[config.mk]
export PLATFORM = sky130hd
export DESIGN_NAME = crdec_core
export DESIGN_NICKNAME = d
export VERILOG_FILES = /design/src/crdec_pkg.sv /design/src/crdec_core.sv /design/src/crdec_take_sched.sv
export SDC_FILE = /design/constraint.sdc
export NUM_CORES = 1
export LEC_CHECK = 0
export ABC_AREA = 1
export BUFFER_PORTS_ARGS = -buffer_cell sky130_fd_sc_hd__buf_2
export CORE_MARGIN = 1
export CORE_UTILIZATION = 38
export DETAILED_ROUTE_END_ITERATION = 10
export GPL_TIMING_DRIVEN = 0
export PLACE_DENSITY_LB_ADDON = 0.3
export REMOVE_ABC_BUFFERS = 1
export SYNTH_ARGS = -nofsm -noshare
export SYNTH_HDL_FRONTEND = slang
export SYNTH_SLANG_ARGS = --single-unit
export TNS_END_PERCENT = 100
[constraint.sdc]
create_clock -name clk_sys -period 1.2 [get_ports clk_sys]
set_clock_uncertainty 0.1 [all_clocks]
set_input_delay 0.06 -clock clk_sys [delete_from_list [all_inputs] [get_ports clk_sys]]
set_output_delay 0.06 -clock clk_sys [all_outputs]
set_load 0.01 [all_outputs]
[src/crdec_pkg.sv]
package crdec_pkg;

   // Register bus geometry
   localparam int ADDR_W = 4;
   localparam int DATA_W = 32;

   // Register byte offsets
   localparam logic [3:0] REG_CONFIG  = 4'h0;
   localparam logic [3:0] REG_BASE    = 4'h4;
   localparam logic [3:0] REG_STATUS  = 4'h8;
   localparam logic [3:0] REG_CONTROL = 4'hC;

   // CONFIG fields
   localparam int CFG_LEVEL_LSB  = 0;
   localparam int CFG_OFFSET_LSB = 8;
   localparam int CFG_ROLE_BIT   = 16;
   localparam int CFG_FOLLOW_BIT = 17;

   // STATUS fields
   localparam int STS_VALID_BIT   = 0;
   localparam int STS_PENDING_BIT = 1;
   localparam int STS_LOADED_BIT  = 2;
   localparam int STS_PORTS_BIT   = 3;

   // CONTROL fields (write only, each a one-shot command)
   localparam int CTL_CRST_BIT    = 0;
   localparam int CTL_REFRESH_BIT = 1;
   localparam int CTL_TAKE_BIT    = 2;

   // Switch bank layout: position n sits in bit n-1
   localparam int SW_W          = 4;
   localparam int SW_ROLE_POS   = 6;
   localparam int SW_FOLLOW_POS = 7;

   // Decoded widths and steps
   localparam int LEVEL_W = 5;
   localparam int BASE_W  = 9;
   localparam logic [LEVEL_W-1:0] LEVEL_STEP = 5'h01;
   localparam logic [BASE_W-1:0]  IO_STEP    = 9'h020;

   // Reset values
   localparam logic [LEVEL_W-1:0] LEVEL_RST = 5'h00;
   localparam logic [BASE_W-1:0]  BASE_RST  = 9'h000;
   localparam logic [DATA_W-1:0]  DATA_RST  = 32'h0000_0000;

endpackage

[src/crdec_core.sv]
`timescale 1ns/1ps

module crdec_core (
   input  wire logic                           clk_sys,
   input  wire logic                           nrst,
   // Switch banks, sampled once after reset
   input  wire logic [crdec_pkg::SW_W-1:0]     level_sw,
   input  wire logic [crdec_pkg::SW_W-1:0]     offset_sw,
   input  wire logic [7:0]                     cfg_sw,
   // Events from the card
   input  wire logic                           ctrl_rst_evt,
   input  wire logic                           take_req,
   input  wire logic                           vi_pulse,
   // Register port
   input  wire logic [crdec_pkg::ADDR_W-1:0]   reg_addr,
   input  wire logic [crdec_pkg::DATA_W-1:0]   reg_wdata,
   input  wire logic                           reg_wr,
   input  wire logic                           reg_rd,
   output logic      [crdec_pkg::DATA_W-1:0]   reg_rdata,
   // Decoded configuration
   output logic      [crdec_pkg::LEVEL_W-1:0]  level,
   output logic      [crdec_pkg::BASE_W-1:0]   io_base,
   output logic                                ctrl_role,
   output logic                                crosspoint_reset_follow,
   output logic                                ctrl_port_en,
   output logic                                ref_in_use,
   output logic                                cfg_loaded,
   // Crosspoint control
   output logic                                xp_clear,
   output logic                                xp_valid,
   output logic                                xp_take
);
   import crdec_pkg::*;

   typedef struct packed {
      logic               loaded;
      logic [LEVEL_W-1:0] level;
      logic [SW_W-1:0]    offset;
      logic [BASE_W-1:0]  io_base;
      logic               role;
      logic               follow;
      logic               port_en;
      logic               ref_use;
      logic               xp_clear;
      logic               xp_valid;
      logic [DATA_W-1:0]  rdata;
   } crdec_core_s;

   crdec_core_s st;
   crdec_core_s next_st;

   logic wr_config;
   logic crst_any;
   logic refresh_any;
   logic take_any;
   logic clear_hit;
   logic sched_take;
   logic sched_pending;

   // Command strobes decoded from a CONTROL write, ORed with the matching input events
   assign wr_config   = reg_wr && (reg_addr == REG_CONTROL);
   assign crst_any    = ctrl_rst_evt || (wr_config && reg_wdata[CTL_CRST_BIT]);
   assign refresh_any = wr_config && reg_wdata[CTL_REFRESH_BIT];
   assign take_any    = take_req || (wr_config && reg_wdata[CTL_TAKE_BIT]);

   // Follow only counts in the controller role, so a stray switch on a
   // crosspoint-only card cannot wipe the matrix
   assign clear_hit = st.loaded && st.role && st.follow && crst_any;

   // Next state
   always_comb begin
      next_st = st;
      next_st.xp_clear = 1'b0;
      // Straps are caught on the first edge after release and then
      // frozen; later switch moves wait for the next reset
      if (!st.loaded) begin
         next_st.loaded  = 1'b1;
         next_st.level   = LEVEL_W'(level_sw) + LEVEL_STEP;
         next_st.offset  = offset_sw;
         next_st.io_base = BASE_W'(BASE_W'(offset_sw) * IO_STEP);
         next_st.role    = cfg_sw[SW_ROLE_POS];
         next_st.follow  = cfg_sw[SW_FOLLOW_POS];
         next_st.port_en = cfg_sw[SW_ROLE_POS];
         next_st.ref_use = cfg_sw[SW_ROLE_POS];
         next_st.xp_valid = 1'b1;
      end
      // Connections: refresh restores them, a followed reset drops
      // them; the drop wins so a stale map is never shown as live
      if (st.loaded && refresh_any) begin
         next_st.xp_valid = 1'b1;
      end
      if (clear_hit) begin
         next_st.xp_clear = 1'b1;
         next_st.xp_valid = 1'b0;
      end
      // Read data stands only in the cycle after the strobe
      next_st.rdata = DATA_RST;
      if (reg_rd) begin
         case (reg_addr)
            REG_CONFIG: begin
               next_st.rdata[CFG_LEVEL_LSB +: LEVEL_W] = st.level;
               next_st.rdata[CFG_OFFSET_LSB +: SW_W]   = st.offset;
               next_st.rdata[CFG_ROLE_BIT]             = st.role;
               next_st.rdata[CFG_FOLLOW_BIT]           = st.follow;
            end
            REG_BASE: begin
               next_st.rdata[BASE_W-1:0] = st.io_base;
            end
            REG_STATUS: begin
               next_st.rdata[STS_VALID_BIT]   = st.xp_valid;
               next_st.rdata[STS_PENDING_BIT] = sched_pending;
               next_st.rdata[STS_LOADED_BIT]  = st.loaded;
               next_st.rdata[STS_PORTS_BIT]   = st.port_en;
            end
            default: begin
               next_st.rdata = DATA_RST; // CONTROL and holes read zero
            end
         endcase
      end
   end

   // State register
   always_ff @(posedge clk_sys or negedge nrst) begin
      if (!nrst) begin
         st         <= '0;
         st.level   <= LEVEL_RST;
         st.io_base <= BASE_RST;
         st.rdata   <= DATA_RST;
      end else begin
         st <= next_st;
      end
   end

   // Take timing follows the reference only in the controller role
   crdec_take_sched u_sched (
      .clk_sys   (clk_sys),
      .nrst      (nrst),
      .enable    (st.loaded),
      .sync_mode (st.ref_use),
      .take_req  (take_any),
      .vi_pulse  (vi_pulse),
      .take      (sched_take),
      .pending   (sched_pending)
   );

   // Outputs straight from flops
   assign reg_rdata               = st.rdata;
   assign level                   = st.level;
   assign io_base                 = st.io_base;
   assign ctrl_role               = st.role;
   assign crosspoint_reset_follow = st.follow;
   assign ctrl_port_en            = st.port_en;
   assign ref_in_use              = st.ref_use;
   assign cfg_loaded              = st.loaded;
   assign xp_clear                = st.xp_clear;
   assign xp_valid                = st.xp_valid;
   assign xp_take                 = sched_take;
endmodule // crdec_core

[src/crdec_take_sched.sv]
`timescale 1ns/1ps

// Times crosspoint takes: held for the vertical interval in sync mode,
// passed on at once otherwise.
module crdec_take_sched (
   input  wire logic clk_sys,
   input  wire logic nrst,
   input  wire logic enable,
   input  wire logic sync_mode,
   input  wire logic take_req,
   input  wire logic vi_pulse,
   output logic      take,
   output logic      pending
);

   typedef struct packed {
      logic take;
      logic pending;
   } crdec_sched_s;

   crdec_sched_s st;
   crdec_sched_s next_st;

   // A request arriving on a vertical-interval cycle is taken in that
   // interval rather than waiting a whole field
   always_comb begin
      next_st = st;
      next_st.take = 1'b0;
      if (!enable) begin
         next_st.pending = 1'b0;
      end else if (sync_mode) begin
         if (vi_pulse && (st.pending || take_req)) begin
            next_st.take    = 1'b1;
            next_st.pending = 1'b0;
         end else if (take_req) begin
            next_st.pending = 1'b1;
         end
      end else begin
         next_st.take    = take_req;
         next_st.pending = 1'b0;
      end
   end

   // State register
   always_ff @(posedge clk_sys or negedge nrst) begin
      if (!nrst) begin
         st <= '0;
      end else begin
         st <= next_st;
      end
   end

   assign take    = st.take;
   assign pending = st.pending;
endmodule // crdec_take_sched

==> results.sh <==
export IMPL_status="finished with violations"
export IMPL_violations="hold timing"
export IMPL_cts_made_buffers=5
export IMPL_yosysUniqueCellTypes=20
export IMPL_synthDominantCellAreaShare=0.5484
export IMPL_crit_start="cfg_loaded"
export IMPL_io_buffers=54
export IMPL_p_switching_uw=546.6
export IMPL_synth_seq_cells=30
export IMPL_min_delay_start="reg_addr[1]"
export IMPL_rsz0062_at_grt="false"
export IMPL_grt_max_degree=31
export IMPL_final_max_slew_viol_count=0
export IMPL_hold_viol_final=4
export IMPL_yosysWarnings=0
export IMPL_maxSlewHeadroom=0.5808
export IMPL_wl_mm=2.662
export IMPL_drc_errors=0
export IMPL_crit_type="reg -> out"
export IMPL_ir_drop_uv=632.0
export IMPL_critPathMaxFanout=9
export IMPL_fin_cells=269
export IMPL_grt_pass1_vias=998
export IMPL_synth_area_leaders="dfrtp_1, buf_4, nand2_1"
export IMPL_track_usage=0.1541
export IMPL_cp_data_required_time_ns=1.04
export IMPL_finalInstanceArea_um2=1829
export IMPL_period_share=0.9468
export IMPL_drt_iter0_drc=20
export IMPL_place_congestion=0.7303
export IMPL_timing_rr_start="cfg_loaded"
export IMPL_fillCellCount=311
export IMPL_slowest_stage="dfrtp_2"
export IMPL_syn_avg_cell_area_um2=9.187
export IMPL_worst_setup_path_start_kind="register"
export IMPL_hold_ws_ns=-0.02836
export IMPL_synth_edf_count=0
export IMPL_dr_total_vias=1123
export IMPL_cellPowerDensity_nw_per_um2=1106
export IMPL_coreArea_um2=3390
export IMPL_clkSinkCount=30
export IMPL_dpl_hpwl_mm=1.871
export IMPL_maxCapViolations=0
export IMPL_grt_pass1_wl_mm=4.133
export IMPL_crit_path_cell_trace="buf_2"
export IMPL_worst_pin_slew_ns=0.6288
export IMPL_cts_max_path_buffers=2
export IMPL_hold_path_class="in -> reg"
export IMPL_die_x_um=62.02
export IMPL_synth_cell_area_um2=1369
export IMPL_area_growth_pct=33.64
export IMPL_cts_max_level=2
export IMPL_end_kind="output pin"
export IMPL_seqPwrFrac=0.538
export IMPL_cts_root_buf="clkbuf_4"
export IMPL_die_area_um2=3846
export IMPL_placed_cell_area_um2=1577
export IMPL_critPathMaxStageDelay_ns=0.49
export IMPL_ant_nets=0
export IMPL_ff2ff_setup_slack_ns=0.13
export IMPL_p_int_mw=1.477
export IMPL_path_clk_slew_ns=0.09
export IMPL_first_pass_iters=4
export IMPL_synth_ff_type="dfrtp_1"
export IMPL_finalPower_mw=2.024
export IMPL_vias_per_cell=4.175
export IMPL_setup_viol_count_final=0
export IMPL_arrival_ns=0.98
export IMPL_nets=282
export IMPL_die_y_um=62.02
export IMPL_cts_tree="built"
export IMPL_post_cts_buffers=0
export IMPL_clock_latency_ns=0.32
export IMPL_cts_hold_buffers_added=18
export IMPL_initial_core_util=0.4038
export IMPL_leakage_nw=1.051
export IMPL_dp_cells=243
export IMPL_syn_inst=149
export IMPL_grt_antenna_before_repair=0
export IMPL_clkPwrFrac=0.300
export IMPL_swShare=0.2700
export IMPL_ios=113
export IMPL_crit_family="flip-flops"
export IMPL_rows=21
export IMPL_drive_gt1_frac=0.2960
export IMPL_fin_util=0.5397
export IMPL_overflow=0
export IMPL_ys_seq_area_frac=0.5484
export IMPL_yosys_area_top_type="dfrtp_1"
export IMPL_pwr_share_comb=0.162
export IMPL_critPathBufInv=1
export IMPL_wl_per_cell_um=9.896
export IMPL_timing_fmax_ghz=0.8802
export IMPL_synth_async_reset_ratio=1.000
export IMPL_n_antenna_cell=0
export IMPL_period_minus_slack_ns=1.136
[cell families after synthesis]
group	after synthesis	synth area share
compound gates	16	0.06581
other cells	2	0.005487
simple gates	50	0.1591
buf+inv	49	0.2057
fa+ha+maj	1	0.009139
xor+xnor	1	0.006400
flops	30	0.5484
[state kept, by name (all words and copies together) (netlist names)]
register	flops
u_sched.take	1
cfg_loaded	1
reg_rdata	14
level	5
crosspoint_reset_follow	1
xp_valid	1
io_base	4
xp_clear	1
ref_in_use	1
u_sched.pending	1
[stage by stage]
step	TNS [ns]	worst slack, ns	hold slack, ns
6_report	0	0.06389	-0.02836
5_1_grt	0	0.02156	-0.03391
4_1_cts	0	0.05581	-0.04904
3_5_place_dp	-0.4210	-0.1049	0.01857
3_3_place_gp	-0.4113	-0.1011	0.02958
2_1_floorplan	0	0.08418	-0.3356
[layer usage]
layer / part of all wire / GRT usage / up-vias / wire length (um)
met5: 0 / 0 / - / 0
met1: 0.41 / 0.1702 / 493 / 1090
met2: 0.49 / 0.2599 / 62 / 1311
met3: 0.080 / 0.05590 / 7 / 214
li1: - / - / 561 / -
met4: 0.017 / 0.07937 / 0 / 45
[what timing repair did]
action                                 in CTS  in global routing
pin swaps                                   0                  0
resized for setup                           1                  3
setup endpoints to repair                   1                  4
endpoints found under the hold margin      49                  3
[power groups by stage]
stage	clock, mW	sequential (mW)	combinational, mW
finish	0.607	1.09	0.328
global route	0.673	1.10	0.376
CTS	0.627	1.09	0.327
detailed placement	0	1.11	0.281
global placement	0	1.11	0.279
floorplan	0	1.13	0.114
[path summary, 6_finish.rpt]
check / end / depth (start not counted)
min reg2reg: reg_rdata[4] / 2
max reg2reg: xp_valid / 5
max: cfg_loaded / 1
min in group asynchronous: reg_rdata[3] / 2
min: reg_rdata[1] / 4
max in group asynchronous: cfg_loaded / 2
[layout make-up]
| type | count | area (um2) | share of cell area |
|---|---|---|---|
| repair buffers | 72 | 450.4 | 0.2462 |
| inverters | 21 | 81.33 | 0.04446 |
| clock inverters | 1 | 5.005 | 0.002736 |
| multi-input cells | 92 | 427.9 | 0.2339 |
| clock buffers | 7 | 55.05 | 0.03010 |
| flip-flops and latches | 30 | 752.0 | 0.4111 |
| well taps | 46 | 57.56 | 0.03146 |
[cells in the final DEF (no fill, tap or decap)]
master | Yosys | final
dfrtp_2 | 0 | 1
dfrtp_1 | 30 | 29
inv_1 | 20 | 20
buf_2 | 3 | 54
clkbuf_4 | 0 | 5
o21ai_1 | 4 | 4
clkbuf_1 | 0 | 1
nand4_1 | 3 | 3
a21oi_1 | 1 | 1
o21ai_0 | 8 | 8
nand3_1 | 7 | 7
clkinv_2 | 0 | 1
ha_1 | 1 | 1
clkbuf_8 | 0 | 1
o22ai_1 | 2 | 2
nor4_4 | 0 | 1
conb_1 | 2 | 24
nor2_1 | 13 | 13
dlygate4sd3_1 | 0 | 18
xor2_1 | 1 | 1
nor2_2 | 1 | 1
o22ai_2 | 1 | 1
nand2_1 | 24 | 24
inv_4 | 0 | 1
and3_1 | 1 | 1
[Yosys cell counts, types with 2 or more instances]
cell     instances
dfrtp_1         30
buf_4           25
nand2_1         24
inv_1           20
nor2_1          13
o21ai_0          8
nand3_1          7
o21ai_1          4
buf_2            3
nand4_1          3
conb_1           2
o22ai_1          2
Note: power is estimated with default switching activity, not from simulation.
